### src/verilog/ppgio_regs.svh
// Register indices, field layout, reset values and bus codes of the parallel port GPIO block.
`ifndef PPGIO_REGS_SVH
`define PPGIO_REGS_SVH

// Register indices; the byte address on the bus is four times the index.
`define PPGIO_IDX_ENABLE_LOW   30'h00004400
`define PPGIO_IDX_DIRECTION    30'h00004401
`define PPGIO_IDX_DATA         30'h00004402
`define PPGIO_IDX_BUS_SELECT   30'h00004410

// Field positions and widths.
`define PPGIO_LINES            46
`define PPGIO_CTRL_LINES       16
`define PPGIO_MUX_MODE_BIT     0

// Reset values.
`define PPGIO_ENABLE_RESET     16'h0000
`define PPGIO_DIRECTION_RESET  16'h0000
`define PPGIO_MUX_MODE_RESET   1'h1

// Bus answer codes.
`define PPGIO_RESP_OKAY        2'h0
`define PPGIO_RESP_SLVERR      2'h2

`endif

### src/verilog/ppgio_pkg.sv
// Types shared by the parallel port GPIO block.
package ppgio_pkg;

	typedef enum logic
	{
		MUX_HOST_GPIO,
		MUX_FULL_BUS
	} ppgio_mux_e;

	typedef enum logic [1:0]
	{
		WR_COLLECT,
		WR_RESP
	} ppgio_wr_e;

	typedef enum logic [1:0]
	{
		RD_IDLE,
		RD_RESP
	} ppgio_rd_e;

endpackage

### src/verilog/ppgio_pin_mux.sv
// Registered pin multiplexer between GPIO lines and the bus functions of the shared pins.
`timescale 1ns/100ps
`include "ppgio_regs.svh"

module ppgio_pin_mux
	import ppgio_pkg::*;
(
	// Clock and reset.
	input  wire logic                     clk,
	input  wire logic                     rstN,
	// Mode and GPIO side.
	input  wire ppgio_mux_e               muxMode,
	input  wire logic [15:0]              gpioOut,
	input  wire logic [15:0]              gpioOe,
	// Bus function side.
	input  wire logic [`PPGIO_LINES-1:0]  funcOut,
	input  wire logic [`PPGIO_LINES-1:0]  funcOe,
	output logic      [`PPGIO_LINES-1:0]  funcIn_q,
	// Pins.
	input  wire logic [`PPGIO_LINES-1:0]  pinIn,
	output logic      [`PPGIO_LINES-1:0]  pinOut_q,
	output logic      [`PPGIO_LINES-1:0]  pinOe_q
);

	logic [`PPGIO_LINES-1:0] pinOut_d;
	logic [`PPGIO_LINES-1:0] pinOe_d;
	logic [`PPGIO_LINES-1:0] funcIn_d;

	// Lines 16 to 45 have no enable register here, so in GPIO mode they stay inputs.
	always_comb
	begin
		pinOut_d = '0;
		pinOe_d  = '0;
		funcIn_d = '0;
		if (muxMode == MUX_FULL_BUS)
		begin
			pinOut_d = funcOut;
			pinOe_d  = funcOe;
			funcIn_d = pinIn;
		end
		else
		begin
			pinOut_d[15:0] = gpioOut;
			pinOe_d[15:0]  = gpioOe;
		end
	end

	always_ff @(posedge clk or negedge rstN)
	begin
		if (!rstN)
		begin
			pinOut_q <= '0;
			pinOe_q  <= '0;
			funcIn_q <= '0;
		end
		else
		begin
			pinOut_q <= pinOut_d;
			pinOe_q  <= pinOe_d;
			funcIn_q <= funcIn_d;
		end
	end

endmodule

### src/verilog/ppgio_top.sv
// Parallel port GPIO block with enable, direction, data and bus-select registers on AXI4-Lite.
//
// The AXI4-Lite interface to the registers is this design's own decision.
`timescale 1ns/100ps
`include "ppgio_regs.svh"

module ppgio_top
	import ppgio_pkg::*;
(
	// Clock and reset.
	input  wire logic                     mclk,
	input  wire logic                     nrst,
	// AXI4-Lite write address and data.
	input  wire logic                     awvalid,
	output logic                          awready,
	input  wire logic [31:0]              awaddr,
	input  wire logic                     wvalid,
	output logic                          wready,
	input  wire logic [31:0]              wdata,
	input  wire logic [3:0]               wstrb,
	// AXI4-Lite write response.
	output logic                          bvalid,
	input  wire logic                     bready,
	output logic      [1:0]               bresp,
	// AXI4-Lite read.
	input  wire logic                     arvalid,
	output logic                          arready,
	input  wire logic [31:0]              araddr,
	output logic                          rvalid,
	input  wire logic                     rready,
	output logic      [31:0]              rdata,
	output logic      [1:0]               rresp,
	// Bus function side of the shared pins.
	input  wire logic [`PPGIO_LINES-1:0]  funcOut,
	input  wire logic [`PPGIO_LINES-1:0]  funcOe,
	output logic      [`PPGIO_LINES-1:0]  funcIn,
	// Shared pins.
	input  wire logic [`PPGIO_LINES-1:0]  pinIn,
	output logic      [`PPGIO_LINES-1:0]  pinOut,
	output logic      [`PPGIO_LINES-1:0]  pinOe
);

	function automatic logic [29:0] regIndex(input logic [31:0] addr);
		return addr[31:2];
	endfunction

	function automatic logic isMapped(input logic [29:0] idx);
		return (idx == `PPGIO_IDX_ENABLE_LOW) || (idx == `PPGIO_IDX_DIRECTION) ||
			(idx == `PPGIO_IDX_DATA) || (idx == `PPGIO_IDX_BUS_SELECT);
	endfunction

	function automatic logic [15:0] applyStrb(input logic [15:0] old, input logic [31:0] d,
		input logic [3:0] strb);
		logic [15:0] res;
		res = old;
		if (strb[0])
			res[7:0] = d[7:0];
		if (strb[1])
			res[15:8] = d[15:8];
		return res;
	endfunction

	// Reset release through two flip-flops.
	logic rstMeta_q;
	logic rstN_q;

	always_ff @(posedge mclk or negedge nrst)
	begin
		if (!nrst)
		begin
			rstMeta_q <= 1'b0;
			rstN_q    <= 1'b0;
		end
		else
		begin
			rstMeta_q <= 1'b1;
			rstN_q    <= rstMeta_q;
		end
	end

	// Write channel state.
	ppgio_wr_e   wrState_q, wrState_d;
	logic        awHeld_q, awHeld_d, wHeld_q, wHeld_d;
	logic [31:0] wrAddr_q, wrAddr_d, wrData_q, wrData_d;
	logic [3:0]  wrStrb_q, wrStrb_d;
	logic        awready_q, awready_d, wready_q, wready_d, bvalid_q, bvalid_d;
	logic [1:0]  bresp_q, bresp_d;
	logic        wrCommit;
	logic [29:0] wrIdx;

	assign wrCommit = (wrState_q == WR_COLLECT) && awHeld_q && wHeld_q;
	assign wrIdx    = regIndex(wrAddr_q);

	always_comb
	begin
		wrState_d = wrState_q;
		awHeld_d  = awHeld_q;
		wHeld_d   = wHeld_q;
		wrAddr_d  = wrAddr_q;
		wrData_d  = wrData_q;
		wrStrb_d  = wrStrb_q;
		awready_d = awready_q;
		wready_d  = wready_q;
		bvalid_d  = bvalid_q;
		bresp_d   = bresp_q;
		case (wrState_q)
			WR_COLLECT:
			begin
				if (awvalid && awready_q)
				begin
					awHeld_d  = 1'b1;
					wrAddr_d  = awaddr;
					awready_d = 1'b0;
				end
				if (wvalid && wready_q)
				begin
					wHeld_d  = 1'b1;
					wrData_d = wdata;
					wrStrb_d = wstrb;
					wready_d = 1'b0;
				end
				if (wrCommit)
				begin
					awHeld_d  = 1'b0;
					wHeld_d   = 1'b0;
					bvalid_d  = 1'b1;
					bresp_d   = isMapped(wrIdx) ? `PPGIO_RESP_OKAY : `PPGIO_RESP_SLVERR;
					wrState_d = WR_RESP;
				end
			end
			WR_RESP:
			begin
				if (bready)
				begin
					bvalid_d  = 1'b0;
					awready_d = 1'b1;
					wready_d  = 1'b1;
					wrState_d = WR_COLLECT;
				end
			end
			default:
			begin
				wrState_d = WR_COLLECT;
			end
		endcase
	end

	always_ff @(posedge mclk or negedge rstN_q)
	begin
		if (!rstN_q)
		begin
			wrState_q <= WR_COLLECT;
			awHeld_q  <= 1'b0;
			wHeld_q   <= 1'b0;
			wrAddr_q  <= 32'h0;
			wrData_q  <= 32'h0;
			wrStrb_q  <= 4'h0;
			awready_q <= 1'b1;
			wready_q  <= 1'b1;
			bvalid_q  <= 1'b0;
			bresp_q   <= `PPGIO_RESP_OKAY;
		end
		else
		begin
			wrState_q <= wrState_d;
			awHeld_q  <= awHeld_d;
			wHeld_q   <= wHeld_d;
			wrAddr_q  <= wrAddr_d;
			wrData_q  <= wrData_d;
			wrStrb_q  <= wrStrb_d;
			awready_q <= awready_d;
			wready_q  <= wready_d;
			bvalid_q  <= bvalid_d;
			bresp_q   <= bresp_d;
		end
	end

	// Control registers.
	logic [15:0] enable_q, enable_d, dir_q, dir_d, data_q, data_d;
	ppgio_mux_e  muxMode_q, muxMode_d;

	// Input lines follow the pins every cycle, so the data register holds the pin levels
	// from the first edge after reset; only output lines keep written values.
	always_comb
	begin
		enable_d  = enable_q;
		dir_d     = dir_q;
		muxMode_d = muxMode_q;
		data_d    = (data_q & dir_q) | (pinIn[15:0] & ~dir_q);
		if (wrCommit)
		begin
			case (wrIdx)
				`PPGIO_IDX_ENABLE_LOW: enable_d = applyStrb(enable_q, wrData_q, wrStrb_q);
				`PPGIO_IDX_DIRECTION:  dir_d = applyStrb(dir_q, wrData_q, wrStrb_q);
				`PPGIO_IDX_DATA:       data_d = (applyStrb(data_q, wrData_q, wrStrb_q) & dir_q) |
					(pinIn[15:0] & ~dir_q);
				`PPGIO_IDX_BUS_SELECT:
				begin
					if (wrStrb_q[0])
						muxMode_d = ppgio_mux_e'(wrData_q[`PPGIO_MUX_MODE_BIT]);
				end
				default:
				begin
					enable_d = enable_q;
				end
			endcase
		end
	end

	always_ff @(posedge mclk or negedge rstN_q)
	begin
		if (!rstN_q)
		begin
			enable_q  <= `PPGIO_ENABLE_RESET;
			dir_q     <= `PPGIO_DIRECTION_RESET;
			data_q    <= 16'h0000;
			muxMode_q <= ppgio_mux_e'(`PPGIO_MUX_MODE_RESET);
		end
		else
		begin
			enable_q  <= enable_d;
			dir_q     <= dir_d;
			data_q    <= data_d;
			muxMode_q <= muxMode_d;
		end
	end

	// Read channel.
	ppgio_rd_e   rdState_q, rdState_d;
	logic        arready_q, arready_d, rvalid_q, rvalid_d;
	logic [31:0] rdata_q, rdata_d;
	logic [1:0]  rresp_q, rresp_d;
	logic [29:0] rdIdx;

	assign rdIdx = regIndex(araddr);

	always_comb
	begin
		rdState_d = rdState_q;
		arready_d = arready_q;
		rvalid_d  = rvalid_q;
		rdata_d   = rdata_q;
		rresp_d   = rresp_q;
		case (rdState_q)
			RD_IDLE:
			begin
				if (arvalid && arready_q)
				begin
					arready_d = 1'b0;
					rvalid_d  = 1'b1;
					rresp_d   = isMapped(rdIdx) ? `PPGIO_RESP_OKAY : `PPGIO_RESP_SLVERR;
					case (rdIdx)
						`PPGIO_IDX_ENABLE_LOW: rdata_d = {16'h0000, enable_q};
						`PPGIO_IDX_DIRECTION:  rdata_d = {16'h0000, dir_q};
						`PPGIO_IDX_DATA:       rdata_d = {16'h0000, data_q};
						`PPGIO_IDX_BUS_SELECT: rdata_d = {31'h0, muxMode_q};
						default:               rdata_d = 32'h0;
					endcase
					rdState_d = RD_RESP;
				end
			end
			RD_RESP:
			begin
				if (rready)
				begin
					rvalid_d  = 1'b0;
					arready_d = 1'b1;
					rdState_d = RD_IDLE;
				end
			end
			default:
			begin
				rdState_d = RD_IDLE;
			end
		endcase
	end

	always_ff @(posedge mclk or negedge rstN_q)
	begin
		if (!rstN_q)
		begin
			rdState_q <= RD_IDLE;
			arready_q <= 1'b1;
			rvalid_q  <= 1'b0;
			rdata_q   <= 32'h0;
			rresp_q   <= `PPGIO_RESP_OKAY;
		end
		else
		begin
			rdState_q <= rdState_d;
			arready_q <= arready_d;
			rvalid_q  <= rvalid_d;
			rdata_q   <= rdata_d;
			rresp_q   <= rresp_d;
		end
	end

	assign awready = awready_q;
	assign wready  = wready_q;
	assign bvalid  = bvalid_q;
	assign bresp   = bresp_q;
	assign arready = arready_q;
	assign rvalid  = rvalid_q;
	assign rdata   = rdata_q;
	assign rresp   = rresp_q;

	// In GPIO mode the enable bit alone gates the driver of lines 0 to 15; the direction bit only steers the data register.
	ppgio_pin_mux u_pin_mux
	(
		.clk      (mclk),
		.rstN     (rstN_q),
		.muxMode  (muxMode_q),
		.gpioOut  (data_q),
		.gpioOe   (enable_q),
		.funcOut  (funcOut),
		.funcOe   (funcOe),
		.funcIn_q (funcIn),
		.pinIn    (pinIn),
		.pinOut_q (pinOut),
		.pinOe_q  (pinOe)
	);
endmodule

### config.mk
export PLATFORM = sky130hd
export DESIGN_NAME = ppgio_top
export DESIGN_NICKNAME = d
export VERILOG_FILES = /design/src/verilog/ppgio_pkg.sv /design/src/verilog/ppgio_pin_mux.sv /design/src/verilog/ppgio_top.sv
export VERILOG_INCLUDE_DIRS = /design/src /design/src/verilog
export SDC_FILE = /design/constraint.sdc
export NUM_CORES = 1
export LEC_CHECK = 0
export ABC_AREA = 1
export BUFFER_PORTS_ARGS = -buffer_cell sky130_fd_sc_hd__buf_4
export CAP_MARGIN = 10
export CORE_ASPECT_RATIO = 0.9
export CORE_UTILIZATION = 35
export CTS_BUF_LIST = sky130_fd_sc_hd__clkbuf_4 sky130_fd_sc_hd__clkbuf_8
export DETAILED_ROUTE_END_ITERATION = 12
export GPL_TIMING_DRIVEN = 0
export SYNTH_ARGS = -nofsm -noshare
export SYNTH_HDL_FRONTEND = slang
export SYNTH_SLANG_ARGS = --single-unit
export TNS_END_PERCENT = 50
### constraint.sdc
create_clock -name mclk -period 8 [get_ports mclk]
set_clock_uncertainty 0.2 [all_clocks]
set_input_delay 1.6 -clock mclk [delete_from_list [all_inputs] [get_ports mclk]]
set_output_delay 1.6 -clock mclk [all_outputs]
set_load 0.03 [all_outputs]
==> flow_metrics.tcl, run 1 <==
set metrics [dict create \
    netlist_instances 1274 \
    p_leak_nw 9.16 \
    yosys.cell_types.count 31 \
    post_cts_buffers 0 \
    via_count 9673 \
    crit_chain "buf_4" \
    ys_ff_latch 262 \
    cp-start-kind "register" \
    grtUsageTotal 0.204 \
    numCtsBuffers 46 \
    slew_viol_final 0 \
    tightest_slew_ns 0.899 \
    drtIter0Drc 531 \
    layout.nets 1971 \
    drc 0 \
    slew_headroom 0.400 \
    wire_per_inst_um 15.7 \
    reg2reg_from "muxMode_q$_DFFE_PN1P_" \
    rsz0062_at_grt "false" \
    floorplan.die.height_um 172 \
    synth_area_mm2 0.0112 \
    path_class "register to primary output" \
    drt_first_pass_iters 5 \
    clk_latency_ns 0.57 \
    hold_buffers 0 \
    dp_hpwl_um 25800 \
    status "finished clean" \
    cts_root_buffer "clkbuf_8" \
    cts_resized 0 \
    max_stage_delay_ns 0.54 \
    fillers 2968 \
    vdd_drop_max_mv 0.128 \
    start_util 0.359 \
    cp_top_family "flip-flops" \
    ant_nets 0 \
    area_growth_pct 40.6 \
    clk_pin_slew_ns 0.06 \
    cp_slowest_cell "dfstp_2" \
    antenna_found_initial 3 \
    fmax_ghz 0.327 \
    clockBufferDepth 3 \
    power.density_mw_per_mm2 243 \
    seq_area_frac_synth 0.585 \
    required_ns 6.20 \
    finalHoldViolCount 0 \
    setup_viol_count_final 0 \
    post-route-period-util 0.382 \
    dieArea_mm2 0.0328 \
    finalWirelength_um 34100 \
    fp.dieW_um 191 \
    hold_class "register to asynchronous set/reset pin" \
    cp_num_buf_inv 1 \
    synthArstFlopShare 1.00 \
    worstReg2RegEnd "u_pin_mux.pinOut_q[37]$_DFF_PN0_" \
    synth_enable_flop_cells 0 \
    reg2reg_depth 5 \
    pin_count 424 \
    grt_overflow 0 \
    htree_levels 2 \
    synth_top_area_share 0.576 \
    startpoint "arready$_DFFE_PN1P_" \
    finalPower_w 0.00382 \
    yosysTopAreaCell "dfrtp_1" \
    drive_gt1_frac 0.343 \
    maxCapViolCount 0 \
    vias_per_cell 4.45 \
    tns_ns 0 \
    synth.area.top_cells "dfrtp_1, nand2_1, inv_1, nand3_1, nor2_1" \
    grt_max_degree 65 \
    crit_path_max_fanout 3 \
    ys.flop_type "dfrtp_1" \
    finalCriticalPeriod_ns 3.06 \
    first_global_vias 9432 \
    r2r_slack_ns 5.55 \
    end_kind "primary output" \
    gp_congestion 0.867 \
    yosysWarnings 0 \
    core_area_mm2 0.0312 \
    portBuffers 383 \
    cts_tree "built" \
    row_count 61 \
    clock-sinks 262 \
    grt_pass1_wl_um 51500 \
    worstPathArrival_ns 1.26 \
    avgSynthCellArea_um2 8.80 \
]
==> cell type report <==
cell class              count  area, um2  area share
diodes                      1       2.50    0.000159
plain buffers              70        383      0.0243
clock buffers              81        952      0.0604
clock inverters             3       42.5     0.00270
inverters                 220        826      0.0524
multi-input cells         739       3500       0.222
flip-flops and latches    262       6570       0.416
well taps                 409        512      0.0325
repair buffers            387       2980       0.189
==> flip-flops by register name, summed over array words and instances (netlist names), 16 cells and up, named ones only <==
name and cells:
u_pin_mux.funcIn_q 46, u_pin_mux.pinOe_q 46, u_pin_mux.pinOut_q 46, wrAddr_q 30, dir_q 16, enable_q 16
rdata 16, wrData_q 16
==> per-layer routing <==
layer	vias up	part of all wire	GRT usage
met1	4474	0.44	0.271
met3	56	0.071	0.0500
met5	-	0.00088	0
met2	342	0.46	0.328
met4	4	0.023	0.0591
li1	4797	-	-
==> how the worst max path moves through the flow <==
stage | endpoint | slack [ns] | depth (start not counted)
floorplan | asynchronous set/reset pin | 3.51 | 0
global placement | u_pin_mux.funcIn_q[45]$_DFF_PN0_ | 1.71 | 0
detailed placement | rdata[9]$_DFFE_PN0P_ | 4.50 | 12
CTS | arready | 4.90 | 1
global route | bvalid | 4.87 | 1
finish | arready | 4.94 | 1
==> metrics by stage <==
stage / utilization / instances / setup WS, ns / hold WS [ns] / instance area (um2)
4_1_cts: 0.505 / 2171 / 4.90 / 0.150 / 15800
3_3_place_gp: 0.470 / 2083 / 1.71 / 0.136 / 14700
6_report: 0.505 / 2172 / 4.94 / 0.142 / 15800
3_5_place_dp: 0.473 / 2087 / 4.50 / 0.137 / 14800
5_1_grt: 0.505 / 2172 / 4.87 / 0.151 / 15800
2_1_floorplan: - / 1291 / 3.51 / 0.131 / 11300
==> kinds of logic (layout without fill, tap and decap cells) <==
logic type | Yosys count | in the layout | share of synthesized area
muxes | 18 | 18 | 0.0181
other | 2 | 20 | 0.000670
buffers and inverters | 290 | 761 | 0.108
AOI/OAI and AO/OA | 137 | 137 | 0.0730
DFF | 262 | 262 | 0.585
and+or+nand+nor | 565 | 565 | 0.215
==> synth_stat cells, types with 3 or more instances <==
cell,number
nand2_1,339
dfrtp_1,258
inv_1,193
nand3_1,92
nor2_1,88
a21oi_1,50
o21ai_0,35
clkbuf_1,27
inv_2,26
o21ai_2,24
nand4_1,21
buf_4,20
buf_2,18
mux2_2,18
o31ai_1,16
o21ai_1,11
nor2_4,5
nor3_1,5
dfstp_2,4
nand2_2,4
nor2_2,4
buf_6,3
==> power by group <==
group	total, W	leakage (nW)	switching [W]	internal, W
logic	0.000869	5.22	0.000583	0.000286
clock network	0.00131	0.533	0.000540	0.000773
registers	0.00164	3.41	0.000112	0.00153
==> cells in the final DEF (no fill, tap or decap), types with 2 or more instances in the layout <==
cell type / instances
a21oi_1: 50
buf_1: 2
buf_16: 3
buf_2: 18
buf_4: 403
buf_6: 3
clkbuf_1: 27
clkbuf_4: 26
clkbuf_8: 55
conb_1: 19
dfrtp_1: 257
dfstp_2: 4
inv_1: 193
inv_2: 26
mux2_2: 18
nand2_1: 339
nand2_2: 4
nand2_4: 2
nand3_1: 92
nand3_2: 2
nand4_1: 21
nor2_1: 88
nor2_2: 4
nor2_4: 5
nor3_1: 5
o21ai_0: 35
o21ai_1: 11
o21ai_2: 24
o31ai_1: 16
No activity file was read; power rests on OpenSTA's default activity.
==> inputs of run 2 (changes only) <==
==> constraint.sdc (replaced) <==
create_clock -name mclk -period 2.63 [get_ports mclk]
set_clock_uncertainty 0.2 [all_clocks]
set_input_delay 0.526 -clock mclk [delete_from_list [all_inputs] [get_ports mclk]]
set_output_delay 0.526 -clock mclk [all_outputs]
set_load 0.03 [all_outputs]
==> flow_metrics.tcl, run 2 (synthesis gave the netlist of run 1 again) <==
set metrics [dict create \
    numCtsBuffers 45 \
    first_global_vias 10500 \
    p_leak_nw 9.84 \
    crit_chain "buf_2, clkbuf_1, clkbuf_1, nand2_1, inv_1" \
    rsz0062_at_grt "false" \
    mostFrequentLayoutCells "buf_4, nand2_1, dfrtp_1, inv_1, dlygate4sd3_1" \
    path_class "register to register" \
    dp_hpwl_um 25900 \
    portBuffers 383 \
    row_count 61 \
    via_count 10500 \
    post_cts_buffers 0 \
    grt_pass1_wl_um 54900 \
    post-route-period-util 0.920 \
    fmax_ghz 0.413 \
    cts_resized 0 \
    clk_pin_slew_ns 0.06 \
    start_util 0.359 \
    place_area_mm2 0.0148 \
    grt_max_degree 68 \
    pin_count 424 \
    slew_headroom 0.478 \
    end_kind "register" \
    core_area_mm2 0.0312 \
    layout.nets 2132 \
    fin_area_mm2 0.0174 \
    largest_registers "u_pin_mux.funcIn_q x46, u_pin_mux.pinOe_q x46, u_pin_mux.pinOut_q x46" \
    drc 0 \
    cts_tree "built" \
    drtIter0Drc 508 \
    layout_commonest_cell "buf_4" \
    vdd_drop_max_mv 0.582 \
    clk_latency_ns 0.56 \
    htree_levels 2 \
    grt_overflow 0 \
    area_growth_pct 55.2 \
    worstPathArrival_ns 2.71 \
    crit_path_max_fanout 10 \
    clockBufferDepth 3 \
    antenna_found_initial 1 \
    finalCriticalPeriod_ns 2.42 \
    power.density_mw_per_mm2 681 \
    status "finished clean" \
    dp.cells 2087 \
    cts_root_buffer "clkbuf_8" \
    drive_gt1_frac 0.314 \
    hold_class "input port to register" \
    finalWirelength_um 36000 \
    cp_common_cell "clkbuf_1" \
    slew_viol_final 0 \
    setup_viol_count_final 0 \
    dieArea_mm2 0.0328 \
    cp_slowest_cell "clkbuf_1" \
    wire_per_inst_um 15.4 \
    finalHoldViolCount 0 \
    vias_per_cell 4.50 \
    drt_first_pass_iters 5 \
    required_ns 2.92 \
    ant_nets 0 \
    max_stage_delay_ns 0.58 \
    clock-sinks 262 \
    tightest_slew_ns 0.782 \
    grtUsageTotal 0.216 \
    fin_cells 2334 \
    gp_congestion 0.881 \
    cp-start-kind "register" \
    fp.dieW_um 191 \
    maxCapViolCount 0 \
    floorplan.die.height_um 172 \
]
[run 2: cell types whose count changed in the layout (fill, tap and decap cells not counted)]
cell | before | now
buf_12 | 1 | 0
clkbuf_8 | 55 | 57
dlygate4sd3_1 | 0 | 162
clkinv_2 | 1 | 5
buf_16 | 3 | 4
clkbuf_4 | 26 | 20
[run 2: timing repair]
action                     in CTS  in global routing
hold buffers                  162                  0
hold endpoints to repair      164                  0
setup endpoints to repair       0                  0
[run 2: path summary, 6_finish.rpt]
kind	start	end	slack, ns	cells after the start
setup reg to reg	muxMode_q$_DFFE_PN1P_	u_pin_mux.pinOut_q[39]$_DFF_PN0_	0.21	5
hold / removal	awaddr[4]	wrAddr_q[4]$_DFFE_PN0P_	0.02	3
max in group asynchronous	rstN_q$_DFF_PN0_	arready$_DFFE_PN1P_	1.15	2
hold reg to reg	rstN_q$_DFF_PN0_	u_pin_mux.pinOut_q[37]$_DFF_PN0_	0.06	0
setup / recovery	muxMode_q$_DFFE_PN1P_	u_pin_mux.pinOut_q[39]$_DFF_PN0_	0.21	5
min in group asynchronous	rstN_q$_DFF_PN0_	u_pin_mux.pinOut_q[37]$_DFF_PN0_	0.06	0
[run 2: final cells by class]
| type | count | area (um2) |
|---|---|---|
| buffer | 70 | 383 |
| clock buffer | 77 | 935 |
| clock inverter | 7 | 62.6 |
| multi-input combinational | 739 | 3500 |
| inverter | 220 | 826 |
| tap | 409 | 512 |
| fill | 2817 | 13800 |
| sequential | 262 | 6570 |
| antenna | 1 | 2.50 |
| timing repair buffer | 549 | 4610 |
[run 2: critical path, delay by kind of cell, from the launching register on]
| kind | cells | cell delay, ns |
|---|---|---|
| simple gates | 1 | 0.20 |
| buf+inv | 4 | 1.40 |
| flops | 1 | 0.54 |
[run 2: routing by layer]
metal	track usage	vias to the layer above	share of wire
met5	0	-	0
met4	0.0751	0	0.030
met3	0.0451	76	0.063
met2	0.350	367	0.47
met1	0.287	4923	0.44
li1	-	5141	-
[run 2: report_power, final]
group / leakage (nW) / total [W] / switching (W) / internal, W
clock network: 0.536 / 0.00400 / 0.00167 / 0.00233
registers: 3.41 / 0.00499 / 0.000342 / 0.00465
logic: 5.90 / 0.00285 / 0.00183 / 0.00103
[run 2: per-stage QoR]
step | setup TNS [ns] | util | total power, W | hold WS [ns] | setup WS [ns]
after floorplan | -49.78 | - | 0.00657 | 0.0304 | -0.194
after global placement | -323.57 | 0.470 | 0.00763 | 0.109 | -1.28
after detailed placement | 0 | 0.473 | 0.00771 | 0.0743 | 0.215
after CTS | 0 | 0.557 | 0.0120 | 0.000107 | 0.200
after global routing | 0 | 0.557 | 0.0125 | 0.00371 | 0.0434
final | 0 | 0.557 | 0.0118 | 0.0210 | 0.209
